--- config.mk ---
export PLATFORM = sky130hd
export DESIGN_NAME = ppiu_top
export DESIGN_NICKNAME = d
export VERILOG_FILES = /design/src/ppiu_pkg.sv /design/src/ppiu_top.sv /design/src/ppiu_hs_chan.sv
export VERILOG_INCLUDE_DIRS = /design/src
export SDC_FILE = /design/constraint.sdc
export NUM_CORES = 1
export LEC_CHECK = 0
export ABC_AREA = 0
export BUFFER_PORTS_ARGS = -buffer_cell sky130_fd_sc_hd__buf_2
export CAP_MARGIN = 20
export CORE_MARGIN = 2
export CORE_UTILIZATION = 55
export CTS_CLUSTER_SIZE = 20
export DETAILED_ROUTE_END_ITERATION = 6
export GPL_ROUTABILITY_DRIVEN = 1
export PLACE_DENSITY = 0.82
export SYNTH_ARGS = -nofsm -noshare
export SYNTH_HDL_FRONTEND = slang
export SYNTH_HIERARCHICAL = 1
export SYNTH_SLANG_ARGS = --single-unit
--- constraint.sdc ---
create_clock -name clk_i -period 2.4 [get_ports clk_i]
set_input_delay 0.24 -clock clk_i [delete_from_list [all_inputs] [get_ports clk_i]]
set_output_delay 0.24 -clock clk_i [all_outputs]
set_load 0.05 [all_outputs]
--- src/ppiu_consts.svh ---
// Constants of the parallel interface unit: bus offsets, control word
// fields, port C handshake bit positions and reset values.
// Assumes inclusion by bare name from the package and the design modules.
//
// Behaviour
// - Three modes: basic, strobed, bidirectional bus.
// - One control word sets/clears one port C bit.
// - Bit set/clear drives handshake control bits.
// - Basic: A, B, two C nibbles, each direction.
// - Basic outputs latched, inputs read live pins.
// - Basic reads and writes need no handshake.
// - Bits 4,3,1,0 select input for A,CU,B,CL.
// - Strobed transfers handshake over port C lines.
// - Group A: A+upper C; group B: B+lower C.
// - Strobed ports latch data either direction.
// - Strobed groups request interrupts, each enableable.
// - Bidirectional only group A, five C lines.
// - Bidirectional latches both ways, interrupt enableable.
// - A strobed input leaves PC7, PC6 general.
// - B strobed takes PC0, PC1, PC2 only.
// - Port C read returns handshake and interrupt status.
// - PC5 high once port A input latched.
`ifndef PPIU_CONSTS_SVH
`define PPIU_CONSTS_SVH

// ****************************************************************
// Register offsets
// ****************************************************************
`define PPIU_ADDR_PA 2'h0
`define PPIU_ADDR_PB 2'h1
`define PPIU_ADDR_PC 2'h2
`define PPIU_ADDR_CTRL 2'h3

// ****************************************************************
// Control word fields
// ****************************************************************
`define PPIU_CW_FLAG 7
`define PPIU_CW_AM_HI 6
`define PPIU_CW_AM_LO 5
`define PPIU_CW_A_IN 4
`define PPIU_CW_CU_IN 3
`define PPIU_CW_BM 2
`define PPIU_CW_B_IN 1
`define PPIU_CW_CL_IN 0
`define PPIU_BSR_SEL_HI 3
`define PPIU_BSR_SEL_LO 1
`define PPIU_BSR_VAL 0
`define PPIU_CW_RESET 8'h9b

// ****************************************************************
// Port C handshake bit positions
// ****************************************************************
`define PPIU_PC_INTR_B 0
`define PPIU_PC_HS_B 1
`define PPIU_PC_STB_B 2
`define PPIU_PC_INTR_A 3
`define PPIU_PC_STB_A 4
`define PPIU_PC_IBF_A 5
`define PPIU_PC_ACK_A 6
`define PPIU_PC_OBF_A 7
`define PPIU_NIB_UP 7:4
`define PPIU_NIB_LO 3:0
`define PPIU_BYTE_ZERO 8'h00
`define PPIU_BYTE_ONES 8'hff

`endif

--- src/ppiu_pkg.sv ---
// Types of the parallel interface unit.
// Assumes the constants header is on the include path.
`include "ppiu_consts.svh"

package ppiu_pkg;

  typedef enum logic [1:0] {PPIU_BASIC, PPIU_STROBED, PPIU_BIDIR} ppiu_mode_t;

  typedef struct packed {
    ppiu_mode_t mode_a;
    logic a_in;
    logic cu_in;
    logic b_strobed;
    logic b_in;
    logic cl_in;
  } ppiu_cfg_t;

  typedef struct packed {
    logic [7:0] data;
    logic [7:0] oe;
  } ppiu_pin_out_t;

endpackage : ppiu_pkg

--- src/ppiu_top.sv ---
// Parallel interface unit: ports A, B and C with a control word.
// Assumes a host port with one-cycle strobes and pins synchronous to clk_i.
//
// Implementation choices: the plain strobed port and the address map.
`timescale 1ns/100ps
`default_nettype none
`include "ppiu_consts.svh"

module ppiu_top
  import ppiu_pkg::*;
(
  // Clock and reset
  input wire logic clk_i,
  input wire logic reset_i,
  // Host register port
  input wire logic [1:0] addr_i,
  input wire logic [7:0] wdata_i,
  input wire logic wr_i,
  input wire logic rd_i,
  output logic [7:0] rdata_o,
  // Port A pins
  input wire logic [7:0] pa_i,
  output var ppiu_pin_out_t pa_o,
  // Port B pins
  input wire logic [7:0] pb_i,
  output var ppiu_pin_out_t pb_o,
  // Port C pins
  input wire logic [7:0] pc_i,
  output var ppiu_pin_out_t pc_o
);

  // ****************************************************************
  // Host strobe decode
  // ****************************************************************

  logic ctrl_wr;
  logic mode_wr;
  logic bsr_wr;
  logic pa_wr;
  logic pb_wr;
  logic pc_wr;
  logic pa_rd;
  logic pb_rd;

  assign ctrl_wr = wr_i && (addr_i == `PPIU_ADDR_CTRL);
  assign mode_wr = ctrl_wr && wdata_i[`PPIU_CW_FLAG];
  assign bsr_wr = ctrl_wr && !wdata_i[`PPIU_CW_FLAG];
  assign pa_wr = wr_i && (addr_i == `PPIU_ADDR_PA);
  assign pb_wr = wr_i && (addr_i == `PPIU_ADDR_PB);
  assign pc_wr = wr_i && (addr_i == `PPIU_ADDR_PC);
  assign pa_rd = rd_i && (addr_i == `PPIU_ADDR_PA);
  assign pb_rd = rd_i && (addr_i == `PPIU_ADDR_PB);

  // ****************************************************************
  // Control word and its decode
  // ****************************************************************

  logic [7:0] cw_r;
  ppiu_cfg_t cfg;

  always_ff @(posedge clk_i)
  begin
    if (reset_i)
    begin
      cw_r <= `PPIU_CW_RESET;
    end
    else if (mode_wr)
    begin
      cw_r <= wdata_i;
    end
  end

  // Any mode 1x of group A is the bidirectional bus.
  always_comb
  begin
    cfg.mode_a = cw_r[`PPIU_CW_AM_HI] ? PPIU_BIDIR
                 : (cw_r[`PPIU_CW_AM_LO] ? PPIU_STROBED : PPIU_BASIC);
    cfg.a_in = cw_r[`PPIU_CW_A_IN];
    cfg.cu_in = cw_r[`PPIU_CW_CU_IN];
    cfg.b_strobed = cw_r[`PPIU_CW_BM];
    cfg.b_in = cw_r[`PPIU_CW_B_IN];
    cfg.cl_in = cw_r[`PPIU_CW_CL_IN];
  end

  // ****************************************************************
  // Strobed channels of group A and group B
  // ****************************************************************

  logic a_in_dir;
  logic a_out_dir;
  logic b_in_dir;
  logic b_out_dir;
  logic [7:0] a_in_data;
  logic [7:0] a_out_data;
  logic [7:0] b_in_data;
  logic [7:0] b_out_data;
  logic ibf_a;
  logic obf_n_a;
  logic ackd_a;
  logic ibf_b;
  logic obf_n_b;
  logic ackd_b;

  // In basic mode no direction enable is raised, so no handshake runs.
  assign a_in_dir = ((cfg.mode_a == PPIU_STROBED) && cfg.a_in)
                    || (cfg.mode_a == PPIU_BIDIR);
  assign a_out_dir = ((cfg.mode_a == PPIU_STROBED) && !cfg.a_in)
                     || (cfg.mode_a == PPIU_BIDIR);
  assign b_in_dir = cfg.b_strobed && cfg.b_in;
  assign b_out_dir = cfg.b_strobed && !cfg.b_in;

  ppiu_hs_chan u_chan_a (
    .clk_i(clk_i),
    .reset_i(reset_i),
    .clear_i(mode_wr),
    .in_dir_i(a_in_dir),
    .out_dir_i(a_out_dir),
    .stb_n_i(pc_i[`PPIU_PC_STB_A]),
    .ack_n_i(pc_i[`PPIU_PC_ACK_A]),
    .pin_i(pa_i),
    .host_rd_i(pa_rd),
    .host_wr_i(pa_wr),
    .host_wdata_i(wdata_i),
    .in_data_o(a_in_data),
    .out_data_o(a_out_data),
    .ibf_o(ibf_a),
    .obf_n_o(obf_n_a),
    .ack_done_o(ackd_a)
  );

  ppiu_hs_chan u_chan_b (
    .clk_i(clk_i),
    .reset_i(reset_i),
    .clear_i(mode_wr),
    .in_dir_i(b_in_dir),
    .out_dir_i(b_out_dir),
    .stb_n_i(pc_i[`PPIU_PC_STB_B]),
    .ack_n_i(pc_i[`PPIU_PC_STB_B]),
    .pin_i(pb_i),
    .host_rd_i(pb_rd),
    .host_wr_i(pb_wr),
    .host_wdata_i(wdata_i),
    .in_data_o(b_in_data),
    .out_data_o(b_out_data),
    .ibf_o(ibf_b),
    .obf_n_o(obf_n_b),
    .ack_done_o(ackd_b)
  );

  // ****************************************************************
  // Port C latch with single bit set and clear
  // ****************************************************************

  logic [7:0] pc_latch_r;
  logic [7:0] hs_mask;
  logic [2:0] bsr_sel;

  assign bsr_sel = wdata_i[`PPIU_BSR_SEL_HI:`PPIU_BSR_SEL_LO];

  // Plain port C writes leave the handshake-owned bits, the enables, alone.
  always_ff @(posedge clk_i)
  begin
    if (reset_i || mode_wr)
    begin
      pc_latch_r <= `PPIU_BYTE_ZERO;
    end
    else if (bsr_wr)
    begin
      pc_latch_r[bsr_sel] <= wdata_i[`PPIU_BSR_VAL];
    end
    else if (pc_wr)
    begin
      pc_latch_r <= (pc_latch_r & hs_mask) | (wdata_i & ~hs_mask);
    end
  end

  // ****************************************************************
  // Interrupt enables and requests
  // ****************************************************************

  logic inte_a_in;
  logic inte_a_out;
  logic inte_b;
  logic intr_a;
  logic intr_b;

  assign inte_a_in = pc_latch_r[`PPIU_PC_STB_A];
  assign inte_a_out = pc_latch_r[`PPIU_PC_ACK_A];
  assign inte_b = pc_latch_r[`PPIU_PC_STB_B];

  // Each enabled direction of group A raises the request; basic mode enables none.
  assign intr_a = (a_in_dir && inte_a_in && ibf_a)
                  || (a_out_dir && inte_a_out && ackd_a);

  assign intr_b = cfg.b_strobed && inte_b
                  && (cfg.b_in ? ibf_b : ackd_b);

  // ****************************************************************
  // Port C line ownership, drive and status
  // ****************************************************************

  logic [7:0] hs_val;
  logic [7:0] hs_oe;
  logic [7:0] hs_stat;

  always_comb
  begin
    hs_mask = `PPIU_BYTE_ZERO;
    hs_val = `PPIU_BYTE_ZERO;
    hs_oe = `PPIU_BYTE_ZERO;
    hs_stat = `PPIU_BYTE_ZERO;
    hs_val[`PPIU_PC_INTR_A] = intr_a;
    hs_stat[`PPIU_PC_INTR_A] = intr_a;
    hs_val[`PPIU_PC_IBF_A] = ibf_a;
    hs_stat[`PPIU_PC_IBF_A] = ibf_a;
    hs_val[`PPIU_PC_OBF_A] = obf_n_a;
    hs_stat[`PPIU_PC_OBF_A] = obf_n_a;
    hs_stat[`PPIU_PC_STB_A] = inte_a_in;
    hs_stat[`PPIU_PC_ACK_A] = inte_a_out;
    if (cfg.mode_a == PPIU_STROBED && cfg.a_in)
    begin
      // PC7 and PC6 stay general purpose lines here.
      hs_mask[`PPIU_PC_INTR_A] = 1'b1;
      hs_mask[`PPIU_PC_STB_A] = 1'b1;
      hs_mask[`PPIU_PC_IBF_A] = 1'b1;
    end
    else if (cfg.mode_a == PPIU_STROBED)
    begin
      hs_mask[`PPIU_PC_INTR_A] = 1'b1;
      hs_mask[`PPIU_PC_ACK_A] = 1'b1;
      hs_mask[`PPIU_PC_OBF_A] = 1'b1;
    end
    else if (cfg.mode_a == PPIU_BIDIR)
    begin
      hs_mask[`PPIU_NIB_UP] = 4'hf;
      hs_mask[`PPIU_PC_INTR_A] = 1'b1;
    end
    hs_oe[`PPIU_PC_INTR_A] = 1'b1;
    hs_oe[`PPIU_PC_IBF_A] = 1'b1;
    hs_oe[`PPIU_PC_OBF_A] = 1'b1;
    if (cfg.b_strobed)
    begin
      // Group B takes all three low lines it can use.
      hs_mask[`PPIU_PC_INTR_B] = 1'b1;
      hs_mask[`PPIU_PC_HS_B] = 1'b1;
      hs_mask[`PPIU_PC_STB_B] = 1'b1;
    end
    hs_val[`PPIU_PC_INTR_B] = intr_b;
    hs_val[`PPIU_PC_HS_B] = cfg.b_in ? ibf_b : obf_n_b;
    hs_oe[`PPIU_PC_INTR_B] = 1'b1;
    hs_oe[`PPIU_PC_HS_B] = 1'b1;
    hs_stat[`PPIU_PC_INTR_B] = intr_b;
    hs_stat[`PPIU_PC_HS_B] = hs_val[`PPIU_PC_HS_B];
    hs_stat[`PPIU_PC_STB_B] = inte_b;
  end

  // Direction of the port C lines left to general use.
  logic [7:0] gp_oe;

  assign gp_oe[`PPIU_NIB_UP] = cfg.cu_in ? 4'h0 : 4'hf;
  assign gp_oe[`PPIU_NIB_LO] = cfg.cl_in ? 4'h0 : 4'hf;

  // ****************************************************************
  // Pin drivers
  // ****************************************************************

  always_ff @(posedge clk_i)
  begin
    if (reset_i)
    begin
      pc_o.data <= `PPIU_BYTE_ZERO;
      pc_o.oe <= `PPIU_BYTE_ZERO;
    end
    else
    begin
      pc_o.data <= (hs_mask & hs_val) | (~hs_mask & pc_latch_r);
      pc_o.oe <= (hs_mask & hs_oe) | (~hs_mask & gp_oe);
    end
  end

  // The bidirectional bus drives only while the peripheral acknowledges.
  always_ff @(posedge clk_i)
  begin
    if (reset_i)
    begin
      pa_o.data <= `PPIU_BYTE_ZERO;
      pa_o.oe <= `PPIU_BYTE_ZERO;
      pb_o.data <= `PPIU_BYTE_ZERO;
      pb_o.oe <= `PPIU_BYTE_ZERO;
    end
    else
    begin
      pa_o.data <= a_out_data;
      pb_o.data <= b_out_data;
      if (cfg.mode_a == PPIU_BIDIR)
      begin
        pa_o.oe <= pc_i[`PPIU_PC_ACK_A] ? `PPIU_BYTE_ZERO : `PPIU_BYTE_ONES;
      end
      else
      begin
        pa_o.oe <= cfg.a_in ? `PPIU_BYTE_ZERO : `PPIU_BYTE_ONES;
      end
      pb_o.oe <= cfg.b_in ? `PPIU_BYTE_ZERO : `PPIU_BYTE_ONES;
    end
  end

  // ****************************************************************
  // Read data
  // ****************************************************************

  logic [7:0] rd_mux;
  logic [7:0] pc_view;

  // Basic inputs read the live pins; strobed inputs read the latch.
  always_comb
  begin
    pc_view = (hs_mask & hs_stat)
              | (~hs_mask & gp_oe & pc_latch_r)
              | (~hs_mask & ~gp_oe & pc_i);
    rd_mux = `PPIU_BYTE_ZERO;
    unique case (addr_i)
      `PPIU_ADDR_PA:
      begin
        if (cfg.mode_a == PPIU_BASIC)
        begin
          rd_mux = cfg.a_in ? pa_i : a_out_data;
        end
        else if (cfg.mode_a == PPIU_BIDIR || cfg.a_in)
        begin
          rd_mux = a_in_data;
        end
        else
        begin
          rd_mux = a_out_data;
        end
      end
      `PPIU_ADDR_PB:
      begin
        if (!cfg.b_in)
        begin
          rd_mux = b_out_data;
        end
        else
        begin
          rd_mux = cfg.b_strobed ? b_in_data : pb_i;
        end
      end
      `PPIU_ADDR_PC:
      begin
        rd_mux = pc_view;
      end
      `PPIU_ADDR_CTRL:
      begin
        rd_mux = cw_r;
      end
    endcase
  end

  always_ff @(posedge clk_i)
  begin
    if (reset_i)
    begin
      rdata_o <= `PPIU_BYTE_ZERO;
    end
    else
    begin
      rdata_o <= rd_i ? rd_mux : `PPIU_BYTE_ZERO;
    end
  end

endmodule : ppiu_top

`default_nettype wire

--- src/ppiu_hs_chan.sv ---
// One strobed data channel: input latch, output latch and buffer flags.
// Assumes pins synchronous to clk_i and strobes active low.
`timescale 1ns/100ps
`default_nettype none
`include "ppiu_consts.svh"

module ppiu_hs_chan
  import ppiu_pkg::*;
(
  // Clock and reset
  input wire logic clk_i,
  input wire logic reset_i,
  // Configuration
  input wire logic clear_i,
  input wire logic in_dir_i,
  input wire logic out_dir_i,
  // Peripheral side
  input wire logic stb_n_i,
  input wire logic ack_n_i,
  input wire logic [7:0] pin_i,
  // Host side
  input wire logic host_rd_i,
  input wire logic host_wr_i,
  input wire logic [7:0] host_wdata_i,
  output logic [7:0] in_data_o,
  output logic [7:0] out_data_o,
  output logic ibf_o,
  output logic obf_n_o,
  output logic ack_done_o
);

  logic stb_prev_r;
  logic ack_prev_r;
  logic stb_fall;
  logic ack_fall;

  assign stb_fall = stb_prev_r & ~stb_n_i;
  assign ack_fall = ack_prev_r & ~ack_n_i;

  always_ff @(posedge clk_i)
  begin
    if (reset_i)
    begin
      stb_prev_r <= 1'b1;
      ack_prev_r <= 1'b1;
    end
    else
    begin
      stb_prev_r <= stb_n_i;
      ack_prev_r <= ack_n_i;
    end
  end

  // Both latches hold their data whatever the direction.
  always_ff @(posedge clk_i)
  begin
    if (reset_i || clear_i)
    begin
      in_data_o <= `PPIU_BYTE_ZERO;
      out_data_o <= `PPIU_BYTE_ZERO;
    end
    else
    begin
      if (in_dir_i && stb_fall)
      begin
        in_data_o <= pin_i;
      end
      if (host_wr_i)
      begin
        out_data_o <= host_wdata_i;
      end
    end
  end

  // A strobe in the cycle of the host read keeps the buffer full.
  always_ff @(posedge clk_i)
  begin
    if (reset_i || clear_i)
    begin
      ibf_o <= 1'b0;
    end
    else if (in_dir_i && stb_fall)
    begin
      ibf_o <= 1'b1;
    end
    else if (host_rd_i)
    begin
      ibf_o <= 1'b0;
    end
  end

  always_ff @(posedge clk_i)
  begin
    if (reset_i || clear_i)
    begin
      obf_n_o <= 1'b1;
      ack_done_o <= 1'b0;
    end
    else
    begin
      if (out_dir_i && host_wr_i)
      begin
        obf_n_o <= 1'b0;
      end
      else if (ack_fall)
      begin
        obf_n_o <= 1'b1;
      end
      if (out_dir_i && ack_fall)
      begin
        ack_done_o <= 1'b1;
      end
      else if (host_wr_i)
      begin
        ack_done_o <= 1'b0;
      end
    end
  end

endmodule : ppiu_hs_chan

`default_nettype wire

==> summary.txt <==
Detailed routing
  – Routed vias: 4005
  – DRT iter0 DRCs: between 300 and 400
  – Antenna Nets Post-Route: 0
  – Vias per cell: approximately 5.8
  – Post-DR wirelength/cell: ~17 microns
  – DRC viols: 0
  – Total Wirelength: about 12000 microns
  – DRT Pass-1 Iters: 4

Power and ir drop
  – Clock share of power: between 30% and 40%
  – Pwr Density: slightly above 600 mW/mm^2
  – Peak VDD IR: ~280 uV
  – Sw power: 0.8890 mW
  – Leak: roughly 2.2 nW
  – Logic pwr share: 14.4%
  – Net Sw Frac: around 28%
  – Internal Power: approximately 2.2 mW
  – Reg power frac: a little under three fifths

Floorplanning
  – Die area: ~0.0093 sq mm
  – Site row count: 33
  – Die span in y: about 96 microns
  – Starting Density: 56.95%
  – Width of the die: ~96 microns
  – CORE AREA: between 0.008 and 0.009 sq mm
  – I/O pin total: 94

Global route
  – Remaining global-route overflow: 0
  – Number of global-route vias before repair: roughly 3600
  – Initial antenna violation count: 0
  – Total track usage: about a quarter
  – First-pass GRT wire length: 18290 microns
  – Largest net degree at the start of global routing: 33

Placed design
  – DP Area: 0.004995 sq mm
  – GPL Wtd Cong: roughly 0.89
  – Dpl hpwl: between 8000 and 9000 microns
  – I/O Buffers: 93

Critical path
  – Worst-path fanout max: 17
  – Endpoint type of the worst setup path: flip-flop
  – Arrival @ worst endpoint: 2160 ps
  – CP required: between 2000 and 3000 ps
  – Crit path kind: reg -> reg
  – Crit path largest cell delay: around 760 ps
  – Critical Path Source Type: flip-flop
  – CP max-delay cell: dfxtp_1
  – CP Cell Sequence: and2b_4 -> nor2_4 -> inv_1 -> a311oi_1 -> nor4b_1

STA
  – Final hold viol count: 0
  – Max-slew headroom: 55.36%
  – Fin Setup TNS: 0 ps
  – Max-slew violation count: 0
  – Final min period: around 1900 ps
  – Worst clock skew: approximately 13 ps
  – RSZ-0062 raised after global routing: false
  – Fmax: between 500 and 600 MHz
  – Pin slew with the least headroom to its limit: between 600 and 700 ps
  – Final setup viols: 0
  – Final period util: roughly 80%

CTS
  – CTS sink count: a little under 100
  – Post-CTS Setup Bufs: 0
  – Clk_lat worst skew: roughly 360 ps
  – TritonCTS buffer count: 9
  – Clk buf depth: 2
  – Clk root buf: clkbuf_8
  – Post-CTS sizing: 0
  – H-tree depth: 3
  – # hold bufs at CTS: 0
  – Worst-path clk slew: ~90 ps
  – CTS tree: built

Yosys
  – Syn_nets: approximately 560
  – Synth Flop Type: dfxtp_1
  – Leading post-synthesis cells by cell area: dfxtp_1, mux2i_1, nand2_1
  – Ys Warns: 6
  – #FFs+latches synth: 99
  – Register area share after synthesis: between 40% and 50%
  – EDFF count, synth: 0
  – Post-Synthesis Cell Area: 0.004703 sq mm
  – Synth Instances: roughly 520
  – Area share of the largest cell type after synthesis: between 40% and 50%
  – Unique cell type count in the Yosys netlist: 65
  – Post-synthesis async set-or-reset flop share: 0%
  – Syn_area_per_cell: between 9 and 10 sq um
  – Area leader, netlist: dfxtp_1

Hold path
  – Worst min path class: in -> reg

Layout
  – Final instance area: around 0.0052 sq mm
  – Layout cells sized above 1: a little over a quarter
  – Final net count: around 620
  – Diode count: 0
  – Area Growth Syn to Fin: 9.843%

Outcome
  – Outcome: finished clean

Flow run
  – Max-cap violations: 0
worst paths after layout:
check	startpoint	endpoint	slack (ps)	cells past startpoint
hold / removal	pb_i[1]	u_chan_b/in_data_o[1]$_SDFFE_PP0P_	120	3
setup / recovery	cw_r[4]$_SDFFE_PP1P_	rdata_o[3]$_SDFF_PP0_	470	5
hold reg to reg	cw_r[7]$_SDFFE_PP1P_	cw_r[7]$_SDFFE_PP1P_	460	1
setup reg to reg	cw_r[4]$_SDFFE_PP1P_	rdata_o[3]$_SDFF_PP0_	470	5
layout make-up:
| type | count | area (sq um) |
|---|---|---|
| Tap cell | 105 | 131.4 |
| Timing Repair Buffer | 100 | 518.0 |
| Multi-Input combinational cell | 359 | 2333 |
| Sequential cell | 99 | 1982 |
| Clock buffer | 12 | 145.1 |
| Inverter | 8 | 30.03 |
| Clock inverter | 4 | 26.28 |
| Fill cell | 725 | 3092 |
registers in the layout, indices dropped and copies added (netlist names), 8 cells and up, named ones only:
signal / cells
u_chan_a/in_data_o: 8
pc_o: 15
pb_o: 9
pa_o: 9
u_chan_b/in_data_o: 8
u_chan_a/out_data_o: 8
u_chan_b/out_data_o: 8
cw_r: 8
rdata_o: 8
routing by layer:
layer / vias to the layer above / wire, microns / track usage (%)
li1: 1914 / - / -
met1: 1906 / 4935 / 34.28
met2: 166 / 5551 / 42.65
met3: 19 / 837 / 4.655
met4: 0 / 225 / 7.981
met5: - / 0 / 0
worst max-delay path, delay by kind of cell (launching register included):
family | cells | cell delay [ps]
buffers and inverters | 1 | 170
AND/OR/NAND/NOR | 3 | 550
AO/OA/AOI/OAI | 1 | 330
flip-flops | 1 | 760
synth_stat cells, types with 2 or more instances:
| cell | n |
|---|---|
| a211oi_1 | 10 |
| a21o_1 | 4 |
| a21oi_1 | 46 |
| a21oi_2 | 2 |
| a221oi_1 | 2 |
| a22o_1 | 5 |
| a311oi_1 | 5 |
| a31oi_1 | 2 |
| a32oi_1 | 3 |
| and2_1 | 3 |
| and3_1 | 4 |
| and3b_1 | 2 |
| buf_12 | 2 |
| buf_2 | 14 |
| buf_4 | 17 |
| buf_6 | 6 |
| clkbuf_1 | 13 |
| dfxtp_1 | 99 |
| inv_1 | 6 |
| mux2_2 | 4 |
| mux2i_1 | 33 |
| nand2_1 | 74 |
| nand2b_1 | 9 |
| nand3_1 | 3 |
| nand3b_1 | 9 |
| nand4_1 | 3 |
| nor2_1 | 19 |
| nor2_2 | 18 |
| nor2b_1 | 29 |
| nor3_1 | 6 |
| nor3b_1 | 5 |
| nor4b_1 | 4 |
| o211ai_1 | 8 |
| o21a_1 | 3 |
| o21ai_0 | 8 |
| o41ai_1 | 2 |
| or2_1 | 2 |
| or2_2 | 8 |
power by group through the flow:
stage / logic [mW] / clock network, mW / registers, mW
2_1_floorplan: 0.274 / 0 / 1.82
3_3_place_gp: 0.437 / 0 / 1.76
3_5_place_dp: 0.445 / 0 / 1.76
4_1_cts: 0.447 / 0.967 / 1.72
5_1_grt: 0.481 / 1.03 / 1.73
6_report: 0.451 / 0.952 / 1.72
cell usage in the layout, fill, tap and decap left out, types with 7 or more instances in the layout:
master / netlist / final
buf_4: 17 / 7
a211oi_1: 10 / 10
nand2_1: 74 / 74
nor2_2: 18 / 18
or2_2: 8 / 8
dfxtp_1: 99 / 99
mux2i_1: 33 / 33
o21ai_0: 8 / 8
buf_2: 14 / 93
clkbuf_8: 0 / 10
nand3b_1: 9 / 9
a21oi_1: 46 / 46
nor2_1: 19 / 19
nand2b_1: 9 / 9
o211ai_1: 8 / 8
nor2b_1: 29 / 29
cell families (layout without fill, tap and decap cells):
family          Yosys count  count (layout)  share of synthesized area, %
buf+inv                  61             124                         8.247
simple gates            210             210                         24.93
compound gates          112             112                         16.71
mux                      37              37                         7.981
flops                    99              99                         42.14
through the flow:
stage                     total power, mW  util, %  hold WS [ps]  worst slack, ps  std cells
after global routing                3.244    62.56         109.5            378.8        687
after global placement              2.194    60.48         433.6            609.0        671
final                               3.125    62.56         118.6            471.8        687
after detailed placement            2.205    60.48         430.9            541.4        671
after floorplan                     2.093        -         343.8            935.7        519
after CTS                           3.135    62.56         109.6            553.0        687
Note: power is estimated with default switching activity, not from simulation.
